[src/hw/bdcl_pkg.sv]
// Purpose: Shared constants and types of the debug command layer.
// Assumes: Target serial clock equals clk_sys (50 MHz, 20 ns).
// Notes:   All counts are in clk_sys cycles.
package bdcl_pkg;
  // ****************************************************************
  // Opcodes
  // ****************************************************************
  localparam logic [7:0] OP_READ_NEXT = 8'h62;
  localparam logic [7:0] OP_WRITE_NEXT = 8'h42;
  localparam logic [7:0] OP_GO = 8'h08;
  localparam logic [7:0] OP_GO_UNTIL = 8'h0c;
  localparam logic [7:0] OP_SINGLE_STEP = 8'h10;
  localparam logic [7:0] OP_TAG_GO = 8'h18;
  localparam logic [7:0] OP_HW_RD_BYTE = 8'he0;
  localparam logic [7:0] OP_HW_RD_WORD = 8'he8;
  localparam logic [7:0] OP_HW_WR_BYTE = 8'hc0;
  localparam logic [7:0] OP_HW_WR_WORD = 8'hc8;
  // Low three opcode bits select the CPU register
  localparam logic [2:0] SEL_PC = 3'h3;
  localparam logic [2:0] SEL_D = 3'h4;
  localparam logic [2:0] SEL_X = 3'h5;
  localparam logic [2:0] SEL_Y = 3'h6;
  localparam logic [2:0] SEL_SP = 3'h7;
  // ****************************************************************
  // Timing counts
  // ****************************************************************
  localparam logic [9:0] BIT_CYC = 10'h010;
  localparam logic [9:0] SAMPLE_CYC = 10'h00a;
  localparam logic [9:0] TX0_LOW_CYC = 10'h00d;
  localparam logic [9:0] TX1_SPEED_CYC = 10'h007;
  localparam logic [9:0] TIMEOUT_CYC = 10'h200;
  localparam logic [9:0] ACK_LOW_CYC = 10'h010;
  localparam logic [5:0] ACK_MIN_CYC = 6'h20;
  // Frame end is the 16th tick, six cycles after the last sample
  localparam logic [5:0] ACK_START_CYC =
    ACK_MIN_CYC + 6'(BIT_CYC - SAMPLE_CYC);
  localparam logic [7:0] FREE_WAIT_CYC = 8'h80;
  localparam logic [15:0] X_STEP = 16'h0002;
  localparam logic [7:0] MAP_HI = 8'hff;
  // Host side waits without acknowledge, for the bench
  localparam logic [7:0] HOST_HW_WAIT = 8'h96;
  localparam logic [7:0] HOST_FW_RD_WAIT = 8'h2c;
  localparam logic [7:0] HOST_FW_WR_WAIT = 8'h20;
  localparam logic [7:0] HOST_RUN_WAIT = 8'h40;
  // ****************************************************************
  // Types
  // ****************************************************************
  typedef enum logic [2:0] {
    ST_OP = 3'b000, ST_ADR = 3'b001, ST_DAT = 3'b010,
    ST_EXEC = 3'b011, ST_ACK = 3'b100, ST_TX = 3'b101,
    ST_RUN = 3'b110
  } bdcl_state_t;

  typedef struct packed {
    bdcl_state_t st;
    logic [9:0] bcnt;
    logic [4:0] nbits;
    logic [7:0] op;
    logic [15:0] adr;
    logic [15:0] sh;
    logic s1, s2, s3;
    logic pin_o, pin_oe;
    logic [5:0] gap;
    logic sub, rd, ackp;
    logic [7:0] wcnt;
    logic req, issued, freeze, mwe, mbyte;
    logic [15:0] maddr;
    logic rwe;
    logic [2:0] rsel;
    logic [15:0] rdat;
    logic bg, tag, go, step;
  } bdcl_regs_t;
endpackage : bdcl_pkg

[src/hw/bdcl_top.sv]
// Purpose: Command layer of the single-wire background debug port.
// Assumes: Serial bits are timed on clk_sys; CPU hooks are same clock.
// Notes:   Acknowledge enable comes from the hardware command layer.
// How it works
// - Firmware commands run only in debug state, else ignored.
// - Debug state maps firmware table at 0xFF00 to 0xFFFF.
// - Read-next adds 2 to X then reads word at new X.
// - Opcodes 63..67 return PC, D, X, Y, SP.
// - Write-next adds 2 to X then stores word at new X.
// - Opcodes 43..47 load PC, D, X, Y, SP.
// - Resume leaves debug state; acknowledge on leaving.
// - Resume-until runs; acknowledge on later re-entry.
// - Single step runs one instruction; acknowledge on re-entry.
// - Tag-and-resume enables tagging, resumes, never acknowledges.
// - Acknowledge reads when data ready, writes when done.
// - Frame is opcode, then address and/or data; reads give 16 bits.
// - Byte read: even byte high half, odd byte low half.
// - Word access ignores address bit zero.
// - No acknowledge while CPU waits with clocks off or stops.
// - Line idles high; each bit starts on a host falling edge.
// - Memory access waits 128 cycles for free bus, then steals.
// - Sixteen cycles per bit, MSB first; 512-cycle gap aborts.
// - Acknowledge is 16 low then one high, 32 after frame end.
`timescale 1ns/1ns
module bdcl_top (
  input wire logic clk_sys,
  input wire logic rstn,
  input wire logic debug_serial_pin_i,
  output logic debug_serial_pin_o,
  output logic debug_serial_pin_oe,
  input wire logic ack_enable,
  input wire logic cpu_wait_stop,
  input wire logic debug_entry,
  input wire logic [15:0] cpu_addr,
  output logic fw_map_sel,
  output logic background_debug_state,
  input wire logic [15:0] cpu_pc,
  input wire logic [15:0] cpu_d,
  input wire logic [15:0] cpu_x,
  input wire logic [15:0] cpu_y,
  input wire logic [15:0] cpu_sp,
  output logic reg_we,
  output logic [2:0] reg_sel,
  output logic [15:0] reg_wdata,
  output logic go_req,
  output logic step_req,
  output logic tag_enable,
  input wire logic bus_free,
  output logic mem_stb,
  output logic mem_we,
  output logic mem_byte,
  output logic [15:0] mem_addr,
  output logic [15:0] mem_wdata,
  input wire logic [15:0] mem_rdata,
  input wire logic mem_done,
  output logic cpu_freeze
);
  import bdcl_pkg::*;

  // ****************************************************************
  // Opcode decoding
  // ****************************************************************
  // Opcode needs a 16-bit address phase
  function automatic logic op_has_adr(input logic [7:0] op);
    op_has_adr = (op == OP_HW_RD_BYTE) || (op == OP_HW_RD_WORD) ||
                 (op == OP_HW_WR_BYTE) || (op == OP_HW_WR_WORD);
  endfunction : op_has_adr

  // Opcode needs a 16-bit data phase
  function automatic logic op_has_dat(input logic [7:0] op);
    op_has_dat = (op[7:3] == 5'h08 && op[2:0] >= SEL_PC) ||
                 (op == OP_WRITE_NEXT) ||
                 (op == OP_HW_WR_BYTE) || (op == OP_HW_WR_WORD);
  endfunction : op_has_dat

  // Opcode is a firmware command
  function automatic logic op_is_fw(input logic [7:0] op);
    op_is_fw = (op[7:3] == 5'h0c) || (op[7:3] == 5'h08) ||
               (op == OP_GO) || (op == OP_GO_UNTIL) ||
               (op == OP_SINGLE_STEP) || (op == OP_TAG_GO);
  endfunction : op_is_fw

  bdcl_regs_t q, n;
  logic fall;
  logic fin;
  logic last;
  logic stb;

  // Falling edge seen on the synchronised line
  assign fall = q.s3 & ~q.s2;
  // Strobe on a free cycle, or a stolen one under freeze
  assign stb = q.req & ~q.issued & (bus_free | q.freeze);

  // ****************************************************************
  // Next state
  // ****************************************************************
  always_comb begin
    n = q;
    fin = 1'b0;
    last = 1'b0;
    n.s1 = debug_serial_pin_i;
    n.s2 = q.s1;
    n.s3 = q.s2;
    n.go = 1'b0;
    n.step = 1'b0;
    n.rwe = 1'b0;
    n.pin_oe = 1'b0;
    n.pin_o = 1'b1;
    if (q.gap != 6'h3f) begin
      n.gap = q.gap + 6'h01;
    end
    // Breakpoint, entry instruction or step end re-enter debug
    if (debug_entry) begin
      n.bg = 1'b1;
    end
    unique case (q.st)
      ST_OP, ST_ADR, ST_DAT: begin
        if (fall) begin
          n.bcnt = '0;
        end else if (q.bcnt != TIMEOUT_CYC) begin
          n.bcnt = q.bcnt + 10'h001;
        end
        last = (q.st == ST_OP) ? (q.nbits == 5'h07)
                               : (q.nbits == 5'h0f);
        // Abandon a half frame after a long silence
        if (!fall && q.bcnt == TIMEOUT_CYC - 10'h001 &&
            (q.st != ST_OP || q.nbits != 5'h00)) begin
          n.st = ST_OP;
          n.nbits = '0;
        end else if (!fall && q.bcnt == SAMPLE_CYC) begin
          n.sh = {q.sh[14:0], q.s2};
          n.nbits = q.nbits + 5'h01;
          if (last) begin
            n.nbits = '0;
            n.gap = '0;
            n.sub = 1'b0;
            if (q.st == ST_OP) begin
              n.op = n.sh[7:0];
              // Frame shape follows the opcode
              if (op_has_adr(n.sh[7:0])) begin
                n.st = ST_ADR;
              end else if (op_has_dat(n.sh[7:0])) begin
                n.st = ST_DAT;
              end else begin
                n.st = ST_EXEC;
              end
            end else if (q.st == ST_ADR) begin
              n.adr = n.sh;
              n.st = op_has_dat(q.op) ? ST_DAT : ST_EXEC;
            end else begin
              n.st = ST_EXEC;
            end
          end
        end
      end
      ST_EXEC: begin
        n.rd = 1'b0;
        if (op_is_fw(q.op) && !q.bg) begin
          n.st = ST_OP;
        end else if (q.op[7:3] == 5'h0c && q.op[2:0] >= SEL_PC) begin
          // Register read
          unique case (q.op[2:0])
            SEL_PC: n.sh = cpu_pc;
            SEL_D: n.sh = cpu_d;
            SEL_X: n.sh = cpu_x;
            SEL_Y: n.sh = cpu_y;
            default: n.sh = cpu_sp;
          endcase
          n.rd = 1'b1;
          fin = 1'b1;
        end else if (q.op[7:3] == 5'h08 && q.op[2:0] >= SEL_PC) begin
          // Register write
          n.rwe = 1'b1;
          n.rsel = q.op[2:0];
          n.rdat = q.sh;
          fin = 1'b1;
        end else if (q.op == OP_GO) begin
          n.bg = 1'b0;
          n.go = 1'b1;
          fin = 1'b1;
        end else if (q.op == OP_GO_UNTIL ||
                     q.op == OP_SINGLE_STEP) begin
          n.bg = 1'b0;
          n.go = (q.op == OP_GO_UNTIL);
          n.step = (q.op == OP_SINGLE_STEP);
          n.ackp = ack_enable & ~cpu_wait_stop;
          n.st = n.ackp ? ST_RUN : ST_OP;
        end else if (q.op == OP_TAG_GO) begin
          // Tagged resume never acknowledges
          n.bg = 1'b0;
          n.tag = 1'b1;
          n.go = 1'b1;
          n.st = ST_OP;
        end else if (op_is_fw(q.op) || op_has_adr(q.op)) begin
          // Opcode bit 5 set marks a read, both firmware and hardware
          n.rd = q.op[5];
          if (!q.sub) begin
            // Set up the access address
            n.sub = 1'b1;
            n.mwe = !n.rd;
            n.mbyte = (q.op == OP_HW_RD_BYTE) ||
                      (q.op == OP_HW_WR_BYTE);
            if (op_is_fw(q.op)) begin
              // Pointer steps before the access
              n.rwe = 1'b1;
              n.rsel = SEL_X;
              n.rdat = cpu_x + X_STEP;
              // Odd pointer still gives an even word access
              n.maddr = (cpu_x + X_STEP) & ~16'h0001;
            end else if (n.mbyte) begin
              n.maddr = q.adr;
            end else begin
              n.maddr = {q.adr[15:1], 1'b0};
            end
          end else if (!q.req) begin
            n.req = 1'b1;
            n.wcnt = '0;
          end else begin
            if (stb) begin
              n.issued = 1'b1;
            end
            // Out of patience: freeze and steal
            if (!q.issued && !q.freeze) begin
              n.wcnt = q.wcnt + 8'h01;
              if (q.wcnt == FREE_WAIT_CYC - 8'h01) begin
                n.freeze = 1'b1;
              end
            end
            if (mem_done && q.issued) begin
              n.req = 1'b0;
              n.issued = 1'b0;
              n.freeze = 1'b0;
              fin = 1'b1;
              if (!q.mbyte) begin
                n.sh = mem_rdata;
              end else if (q.maddr[0]) begin
                n.sh = {8'h00, mem_rdata[7:0]};
              end else begin
                n.sh = {mem_rdata[15:8], 8'h00};
              end
              if (q.mwe) begin
                n.sh = q.sh;
              end
            end
          end
        end else begin
          n.st = ST_OP;
        end
        // Acknowledge when data ready or write done
        if (fin) begin
          n.nbits = '0;
          n.bcnt = TIMEOUT_CYC;
          if (ack_enable && !cpu_wait_stop) begin
            n.st = ST_ACK;
            n.bcnt = '0;
          end else begin
            n.st = n.rd ? ST_TX : ST_OP;
          end
        end
      end
      ST_ACK: begin
        // Low pulse then one speedup cycle
        if (q.gap >= ACK_START_CYC) begin
          n.bcnt = q.bcnt + 10'h001;
          n.pin_oe = 1'b1;
          n.pin_o = (q.bcnt == ACK_LOW_CYC);
          if (q.bcnt == ACK_LOW_CYC) begin
            n.st = q.rd ? ST_TX : ST_OP;
            n.bcnt = TIMEOUT_CYC;
            n.rd = 1'b0;
          end
        end
      end
      ST_TX: begin
        if (fall) begin
          n.bcnt = '0;
        end else if (q.bcnt != TIMEOUT_CYC) begin
          n.bcnt = q.bcnt + 10'h001;
        end
        // Zero: drive low then speed up; one: speedup pulse only
        if (q.sh[15]) begin
          n.pin_oe = (n.bcnt == TX1_SPEED_CYC);
        end else begin
          n.pin_oe = (n.bcnt <= TX0_LOW_CYC);
          n.pin_o = (n.bcnt == TX0_LOW_CYC);
        end
        if (!fall && q.bcnt == TIMEOUT_CYC - 10'h001 &&
            q.nbits != 5'h00) begin
          n.st = ST_OP;
          n.nbits = '0;
        end else if (!fall && q.bcnt == BIT_CYC - 10'h001) begin
          n.sh = {q.sh[14:0], 1'b0};
          n.nbits = q.nbits + 5'h01;
          if (q.nbits == 5'h0f) begin
            n.st = ST_OP;
            n.nbits = '0;
          end
        end
      end
      ST_RUN: begin
        // Wait or stop cancels the pending acknowledge
        if (cpu_wait_stop) begin
          n.ackp = 1'b0;
        end
        if (debug_entry) begin
          n.st = (q.ackp && !cpu_wait_stop) ? ST_ACK : ST_OP;
          n.bcnt = '0;
          n.ackp = 1'b0;
          n.rd = 1'b0;
        end
      end
      default: begin
        n.st = ST_OP;
      end
    endcase
  end

  // ****************************************************************
  // State register
  // ****************************************************************
  // Line assumed idle high out of reset
  always_ff @(posedge clk_sys) begin
    if (!rstn) begin
      q <= '0;
      q.bcnt <= TIMEOUT_CYC;
      q.s1 <= 1'b1;
      q.s2 <= 1'b1;
      q.s3 <= 1'b1;
      q.pin_o <= 1'b1;
      q.gap <= 6'h3f;
    end else begin
      q <= n;
    end
  end

  // ****************************************************************
  // Outputs
  // ****************************************************************
  assign debug_serial_pin_o = q.pin_o;
  assign debug_serial_pin_oe = q.pin_oe;
  assign background_debug_state = q.bg;
  // Firmware table overlays the top page only in debug state
  assign fw_map_sel = q.bg & (cpu_addr[15:8] == MAP_HI);
  assign reg_we = q.rwe;
  assign reg_sel = q.rsel;
  assign reg_wdata = q.rdat;
  assign go_req = q.go;
  assign step_req = q.step;
  assign tag_enable = q.tag;
  assign mem_stb = stb;
  assign mem_we = q.mwe;
  assign mem_byte = q.mbyte;
  assign mem_addr = q.maddr;
  assign mem_wdata = q.sh;
  assign cpu_freeze = q.freeze;
endmodule : bdcl_top

[config.mk]
export PLATFORM = sky130hd
export DESIGN_NAME = bdcl_top
export DESIGN_NICKNAME = d
export VERILOG_FILES = /design/src/hw/bdcl_pkg.sv /design/src/hw/bdcl_top.sv
export SDC_FILE = /design/constraint.sdc
export NUM_CORES = 1
export LEC_CHECK = 0
export ABC_AREA = 1
export ABC_CLOCK_PERIOD_IN_PS = 5600
export BUFFER_PORTS_ARGS = -buffer_cell sky130_fd_sc_hd__buf_2
export CAP_MARGIN = 20
export CELL_PAD_IN_SITES_DETAIL_PLACEMENT = 1
export CELL_PAD_IN_SITES_GLOBAL_PLACEMENT = 1
export CORE_MARGIN = 5
export CORE_UTILIZATION = 41
export DETAILED_ROUTE_END_ITERATION = 10
export HOLD_SLACK_MARGIN = 0.12
export PLACE_DENSITY = 0.85
export SLEW_MARGIN = 10
export SYNTH_ARGS = -nofsm -noshare
export SYNTH_HDL_FRONTEND = slang
export SYNTH_SLANG_ARGS = --single-unit
export TNS_END_PERCENT = 100
[constraint.sdc]
create_clock -name clk_sys -period 5.6 [get_ports clk_sys]
set_input_delay 0.28 -clock clk_sys [delete_from_list [all_inputs] [get_ports clk_sys]]
set_output_delay 0.28 -clock clk_sys [all_outputs]
set_load 0.01 [all_outputs]
==> impl_metrics.env, run 1 <==
export IMPL_tightest_slew_ps=864.1
export IMPL_clock_latency_ps=430
export IMPL_ys_warn_count=0
export IMPL_min_path_type="input port to flip-flop"
export IMPL_yosysMostFrequentCell="nand2_1"
export IMPL_synth_top_area_cell="dfxtp_1"
export IMPL_grt_pass1_wl_mm=46.10
export IMPL_hold_buffers=1
export IMPL_diodes=0
export IMPL_finish_instance_area_sq_um=9173
export IMPL_cts_max_level=4
export IMPL_syn_num_nets=1355
export IMPL_nNetsFinal=1460
export IMPL_dr_pass1_iters=5
export IMPL_antenna_found_initial=0
export IMPL_cts_tree="done"
export IMPL_cp_arrival_ps=3590
export IMPL_dp_hpwl_mm=22.08
export IMPL_highest_layer="met4"
export IMPL_skew_ps=9.050
export IMPL_drt_iter0_drc=454
export IMPL_syn_area_sq_um=7916
export IMPL_grt_max_degree=86
export IMPL_cts_made_buffers=17
export IMPL_critPathRequiredTime_ps=5960
export IMPL_min_period_ps=3231
export IMPL_cp_start_kind="flip-flop"
export IMPL_drive_gt1_frac=0.1952
export IMPL_core_sq_um=18830
export IMPL_p_leak_nw=4.175
export IMPL_fillers=2556
export IMPL_vdd_ir_drop_worst_mv=0.1327
export IMPL_ys_seq_area_frac=0.3161
export IMPL_wl_met3_mm=1.944
export IMPL_fin_crit_sh=0.5770
export IMPL_cap_violations=0
export IMPL_fin_tns_setup_ps=0
export IMPL_place_area_sq_um=8556
export IMPL_syn_to_final_growth_pct=15.87
export IMPL_grt_pass1_vias=8735
export IMPL_synth_distinct_cells=44
export IMPL_status="finished clean"
export IMPL_dieHeight_microns=149.0
export IMPL_track_usage=0.2585
export IMPL_powerDensity_nw_per_um2=249.8
export IMPL_synth_top_area_frac=0.3161
export IMPL_cts_resized=0
export IMPL_via_count=8647
export IMPL_critPathCaptureType="flip-flop"
export IMPL_postCtsSetupRepairBufs=0
export IMPL_intPower_w=0.001671
export IMPL_synth_common_cells="nand2_1 (236), dfxtp_1 (125), nor2_1 (124), inv_1 (123), a21oi_1 (118)"
export IMPL_pwr_share_comb=0.120
export IMPL_rsz0062_at_grt="false"
export IMPL_dieArea_sq_um=22190
export IMPL_synthArstFlopShare=0
export IMPL_rows=50
export IMPL_critPathMaxFanout=20
export IMPL_hold_viol=0
export IMPL_synth_ff_type="dfxtp_1"
export IMPL_ys_top_cells_by_area="dfxtp_1 (32%), nand2_1 (11%), a21oi_1 (7.5%), o21ai_0 (6.7%), nor2_1 (5.9%)"
export IMPL_ys_seq_elements=125
export IMPL_grt_overflow=0
export IMPL_setup_viol=0
export IMPL_timing_final_ws_setup_ps=2369
export IMPL_numPortBuffers=174
export IMPL_pin_count=183
export IMPL_syn_avg_cell_area_sq_um=6.468
export IMPL_ant_nets=0
export IMPL_maxSlewViolCount=0
export IMPL_wl_met1_mm=13.41
export IMPL_synth_edf_count=0
export IMPL_clockBufferDepth=2
export IMPL_clock_root_buffer="clkbuf_16"
export IMPL_gp_routability_congestion=0.9318
export IMPL_p_clk_frac=0.477
export IMPL_synth_cells=1224
export IMPL_dr_wl_met2_mm=13.01
export IMPL_clock_sinks=125
export IMPL_pwr_share_seq=0.402
export IMPL_dpl_worst_slack_ps=2471
export IMPL_swShare=0.2706
export IMPL_path_clk_slew_ps=60
export IMPL_die_x_microns=149.0
export IMPL_switchingPower_w=0.0006200
export IMPL_drt_wl_total_mm=29.03
export IMPL_drc=0
export IMPL_fmax_mhz=309.5
export IMPL_viasPerCell=5.398
export IMPL_p_total_w=0.002291
export IMPL_wire_per_inst_microns=18.12
export IMPL_initial_core_util=0.4204
export IMPL_crit_type="flip-flop to flip-flop"
export IMPL_slew_headroom=0.4239
## placed cells by master (no fill, tap or decap), types with 4 or more instances in the layout
cell,count
buf_2,174
nor4_1,7
nand2_2,5
o21ai_0,106
nand3_1,70
inv_2,15
nor2_4,7
clkbuf_16,17
o211ai_1,23
a21oi_1,118
nand2_1,236
inv_1,123
dfxtp_1,125
nor2_1,124
ha_1,11
o21ai_1,38
nor3_1,39
nand4_1,17
nand2_4,4
xor2_1,19
nand3b_1,4
nor2_2,9
buf_4,4
## through the flow
| step | hold slack, ps | instances | util |
|---|---|---|---|
| 2_1_floorplan | 386.6 | 1224 | - |
| 3_3_place_gp | 397.0 | 1567 | 0.4544 |
| 3_5_place_dp | 399.9 | 1567 | 0.4544 |
| 4_1_cts | 139.4 | 1600 | 0.4859 |
| 5_1_grt | 172.0 | 1602 | 0.4871 |
| 6_report | 153.3 | 1602 | 0.4871 |
## routing by layer
metal | vias up | global-route usage
met5 | - | 0
met4 | 0 | 0.07872
met3 | 43 | 0.05864
li1 | 4221 | -
met2 | 301 | 0.4132
met1 | 4082 | 0.3481
## worst max-delay path, cell delays in order, from the launching register on
cell     delay (ps)
dfxtp_1         530
inv_2           100
nand3_1         510
nand3_1         710
inv_1           630
nor3_1          120
o21ai_0         310
a21oi_1          80
a21oi_1         160
## registers in the layout (all words and copies together), names as in the netlist
signal,count
tag_enable,1
mem_addr,16
n,2
reg_wdata,16
debug_serial_pin_oe,1
background_debug_state,1
reg_sel,3
debug_serial_pin_o,1
mem_we,1
mem_byte,1
go_req,1
reg_we,1
step_req,1
q,62
mem_wdata,16
cpu_freeze,1
## path summary, 6_finish.rpt
kind / from / endpoint / slack [ps] / cells past startpoint
setup / recovery: q[100] / mem_wdata[12] / 2370 / 8
hold / removal: debug_entry / background_debug_state / 150 / 3
setup reg to reg: q[100] / mem_wdata[12] / 2370 / 8
hold reg to reg: n[65] / n[64] / 410 / 1
## cell families after synthesis
group / count (synthesis) / share of synthesized area
flops: 125 / 0.3161
fa+ha+maj: 11 / 0.01739
compound gates: 303 / 0.2056
buf+inv: 234 / 0.1399
xor+xnor: 20 / 0.02213
simple gates: 531 / 0.2989
## power groups by stage
stage	clock (W)	sequential [W]	combinational, W
6_report	0.00109	0.000922	0.000275
5_1_grt	0.00115	0.000924	0.000315
4_1_cts	0.00111	0.000922	0.000273
3_5_place_dp	0	0.000941	0.000266
3_3_place_gp	0	0.000940	0.000253
2_1_floorplan	0	0.000936	0.000169
## final cells by class
class / instances / area [sq um] / share of cell area
clock buffer: 19 / 442.9 / 0.04829
inverter: 140 / 528.0 / 0.05756
clock inverter: 13 / 141.4 / 0.01541
tap: 260 / 325.3 / 0.03547
multi-input combinational: 865 / 4307 / 0.4695
timing repair buffer: 180 / 925.9 / 0.1009
sequential: 125 / 2502 / 0.2728
Note: power is estimated with default switching activity, not from simulation.
==> run 2, diff against run 1 <==
--- a/config.mk
+++ b/config.mk
@@ -5,17 +5,17 @@
 export SDC_FILE = /design/constraint.sdc
 export NUM_CORES = 1
 export LEC_CHECK = 0
-export ABC_AREA = 1
-export ABC_CLOCK_PERIOD_IN_PS = 5600
+export ABC_AREA = 0
+export ABC_CLOCK_PERIOD_IN_PS = 2600
 export BUFFER_PORTS_ARGS = -buffer_cell sky130_fd_sc_hd__buf_2
 export CAP_MARGIN = 20
 export CELL_PAD_IN_SITES_DETAIL_PLACEMENT = 1
 export CELL_PAD_IN_SITES_GLOBAL_PLACEMENT = 1
 export CORE_MARGIN = 5
-export CORE_UTILIZATION = 41
+export CORE_UTILIZATION = 36
 export DETAILED_ROUTE_END_ITERATION = 10
 export HOLD_SLACK_MARGIN = 0.12
-export PLACE_DENSITY = 0.85
+export PLACE_DENSITY = 0.75
 export SLEW_MARGIN = 10
 export SYNTH_ARGS = -nofsm -noshare
 export SYNTH_HDL_FRONTEND = slang
==> constraint.sdc (replaced) <==
create_clock -name clk_sys -period 2.6 [get_ports clk_sys]
set_input_delay 0.13 -clock clk_sys [delete_from_list [all_inputs] [get_ports clk_sys]]
set_output_delay 0.13 -clock clk_sys [all_outputs]
set_load 0.01 [all_outputs]
==> run 2 against run 1 <==
  * Via count fell by 1.4%
  * First-iteration DRC count is 26% higher
  * Non-clock buffer count up 98
  * Synthesized cell count decreased by 17%
  * Global-route usage is 2.4 points lower
  * Worst hold slack got worse by 12 ps
==> impl_metrics.env, run 2 <==
export IMPL_grt_max_degree=40
export IMPL_dieHeight_microns=159.3
export IMPL_grt_pass1_wl_mm=48.85
export IMPL_rsz0062_at_grt="true"
export IMPL_mostFrequentLayoutCells="buf_2 (174), nor2_1 (130), dfxtp_1 (123)"
export IMPL_antenna_found_initial=0
export IMPL_die_x_microns=159.3
export IMPL_vdd_ir_drop_worst_mv=0.3100
export IMPL_crit_family="compound AO/OA/AOI/OAI gates"
export IMPL_largest_register_ffs=62
export IMPL_fmax_mhz=385.2
export IMPL_skew_ps=17.24
export IMPL_cts_max_level=4
export IMPL_syn_to_final_growth_pct=26.87
export IMPL_p_leak_nw=3.976
export IMPL_ys_top_cells_by_area="dfxtp_1 (31%), nor2_1 (6.2%), mux2i_1 (5.2%), buf_4 (4.9%), nand2_1 (3.4%)"
export IMPL_place_area_sq_um=9231
export IMPL_drt_iter0_drc=570
export IMPL_postLayoutCoreUtil=0.4652
export IMPL_min_period_ps=2596
export IMPL_final_common_cell="buf_2"
export IMPL_synth_top_area_cell="dfxtp_1"
export IMPL_dr_pass1_iters=5
export IMPL_cts_tree="done"
export IMPL_crit_chain="or4_4 -> buf_6 -> a211oi_4 -> o21ai_1 -> o211ai_1 -> a22o_1 -> buf_6 -> mux2i_1 -> nand2_1"
export IMPL_grt_pass1_vias=9013
export IMPL_grt_overflow=0
export IMPL_critPathRequiredTime_ps=2890
export IMPL_cp_start_kind="flip-flop"
export IMPL_hold_path_end="mem_wdata[15]"
export IMPL_cp_slowest_cell="or4_4"
export IMPL_pin_count=183
export IMPL_finish_instance_area_sq_um=10180
export IMPL_path_clk_slew_ps=70
export IMPL_cts_made_buffers=17
export IMPL_hold_start="mem_rdata[15]"
export IMPL_r2r_cells=9
export IMPL_nNetsFinal=1316
export IMPL_clock_latency_ps=440
export IMPL_critPathCaptureType="flip-flop"
export IMPL_clockBufferDepth=2
export IMPL_clock_sinks=125
export IMPL_min_path_cells=3
export IMPL_gp_routability_congestion=0.8823
export IMPL_drc=0
export IMPL_status="finished clean"
export IMPL_synth_top_area_frac=0.3118
export IMPL_hold_viol=0
export IMPL_diodes=0
export IMPL_drive_gt1_frac=0.2905
export IMPL_synth_edf_count=0
export IMPL_ys_seq_elements=125
export IMPL_syn_num_nets=1145
export IMPL_syn_avg_cell_area_sq_um=7.916
export IMPL_rows=54
export IMPL_numPortBuffers=174
export IMPL_dieArea_sq_um=25380
export IMPL_ys_warn_count=0
export IMPL_r2r_end="q[121]"
export IMPL_ys_seq_area_frac=0.3118
export IMPL_dp_hpwl_mm=22.72
export IMPL_slew_headroom=0.4152
export IMPL_drt_wl_total_mm=30.89
export IMPL_cap_violations=0
export IMPL_fillers=2712
export IMPL_via_count=8528
export IMPL_crit_type="flip-flop to flip-flop"
export IMPL_synth_cells=1014
export IMPL_core_sq_um=21890
export IMPL_initial_core_util=0.3667
export IMPL_cpPeakStageDelay_ps=570
export IMPL_fin_crit_sh=0.9985
export IMPL_synthArstFlopShare=0
export IMPL_synth_distinct_cells=75
export IMPL_crit_top_cell="buf_6"
export IMPL_tightest_slew_ps=875.9
export IMPL_regMostFlops="q"
export IMPL_synth_common_cells="nor2_1 (132), dfxtp_1 (125), nand2_1 (73), clkbuf_1 (55), buf_4 (52)"
export IMPL_synth_ff_type="dfxtp_1"
export IMPL_critPathMaxFanout=11
export IMPL_setup_viol=0
export IMPL_syn_area_sq_um=8026
export IMPL_yosysMostFrequentCell="nor2_1"
export IMPL_powerDensity_nw_per_um2=479.5
export IMPL_cp_arrival_ps=2890
export IMPL_startpoint="q[104]"
export IMPL_maxSlewViolCount=0
export IMPL_viasPerCell=5.770
export IMPL_reg2reg_from="q[104]"
export IMPL_clock_root_buffer="clkbuf_16"
export IMPL_wire_per_inst_microns=20.90
export IMPL_r2r_setup_slack_ps=4
export IMPL_track_usage=0.2347
export IMPL_min_path_type="input port to flip-flop"
export IMPL_crit_buf_inv=2
export IMPL_ant_nets=0
==> run 2: cell types whose count changed after synthesis, sizes merged, moves of 36 or more <==
cell,delta
inv,-120
mux2i,+42
nand2,-172
o21ai,-94
nand3,-44
a211oi,+36
a21oi,-71
==> run 2: per-layer routing <==
metal / up-vias / global-route usage / routed length, microns
li1: 4018 / - / -
met1: 4171 / 0.2694 / 12520
met2: 272 / 0.4206 / 15640
met3: 67 / 0.04660 / 1529
met4: 0 / 0.1043 / 1199
met5: - / 0 / 0
==> run 2: timing repair <==
action | 4_1_cts | 5_1_grt
hold buffers | 14 | 0
pin swaps | 1 | 16
gates resized for setup | 3 | 36
cloned | 0 | 1
hold endpoints to repair | 14 | 0
setup endpoints to repair | 16 | 57
buffers inserted | 2 | 6
==> run 2: power breakdown <==
group	internal, W	switching, W	leakage, nW
logic	0.000204	0.000271	2.67
clock network	0.00145	0.00103	0.295
registers	0.00193	0.00000756	1.01
==> run 2: worst max-delay path by stage <==
| stage | endpoint | slack [ps] | cells after the start |
|---|---|---|---|
| 5_1_grt | q[121] | -50 | 9 |
| 3_5_place_dp | q[112] | -40 | 7 |
| 2_1_floorplan | q[110] | 5 | 8 |
| 3_3_place_gp | q[107] | 20 | 7 |
| 4_1_cts | q[112] | 6 | 7 |
| 6_report | q[121] | 4 | 9 |
==> run 2: through the flow <==
stage / total power (W) / std cells / TNS, ps / hold WS [ps] / setup WS, ps
3_5_place_dp: 0.002420 / 1423 / -98.38 / 321.7 / -44.71
4_1_cts: 0.004905 / 1471 / 0 / 121.8 / 6.499
6_report: 0.004883 / 1478 / 0 / 141.0 / 3.793
3_3_place_gp: 0.002411 / 1423 / 0 / 332.8 / 24.77
5_1_grt: 0.005056 / 1478 / -199.0 / 162.9 / -52.42
2_1_floorplan: 0.002210 / 1014 / 0 / 231.5 / 5.066
==> run 2: worst min-delay path, stage by stage <==
cell	delay, ps
buf_2	100
a221oi_1	90
a211oi_1	200
==> run 2: cell type report <==
type                       count  area, sq um  area share
clock inverter                15        176.4     0.01732
timing repair buffer         278         1775      0.1743
sequential                   125         2505      0.2460
clock buffer                  17        425.4     0.04177
inverter                      19        71.32    0.007003
multi-input combinational    744         4880      0.4792
tap                          280        350.3     0.03440
==> run 2: cell families (layout without fill, tap and decap cells) <==
family | count (synthesis) | after routing | share of synthesized area
adder cells (fa/ha/maj) | 11 | 11 | 0.01715
buffers and inverters | 145 | 329 | 0.09525
AO/OA/AOI/OAI | 271 | 271 | 0.2380
multiplexers | 58 | 58 | 0.07482
flip-flops | 125 | 125 | 0.3118
AND/OR/NAND/NOR | 373 | 373 | 0.2292
XOR/XNOR | 31 | 31 | 0.03383
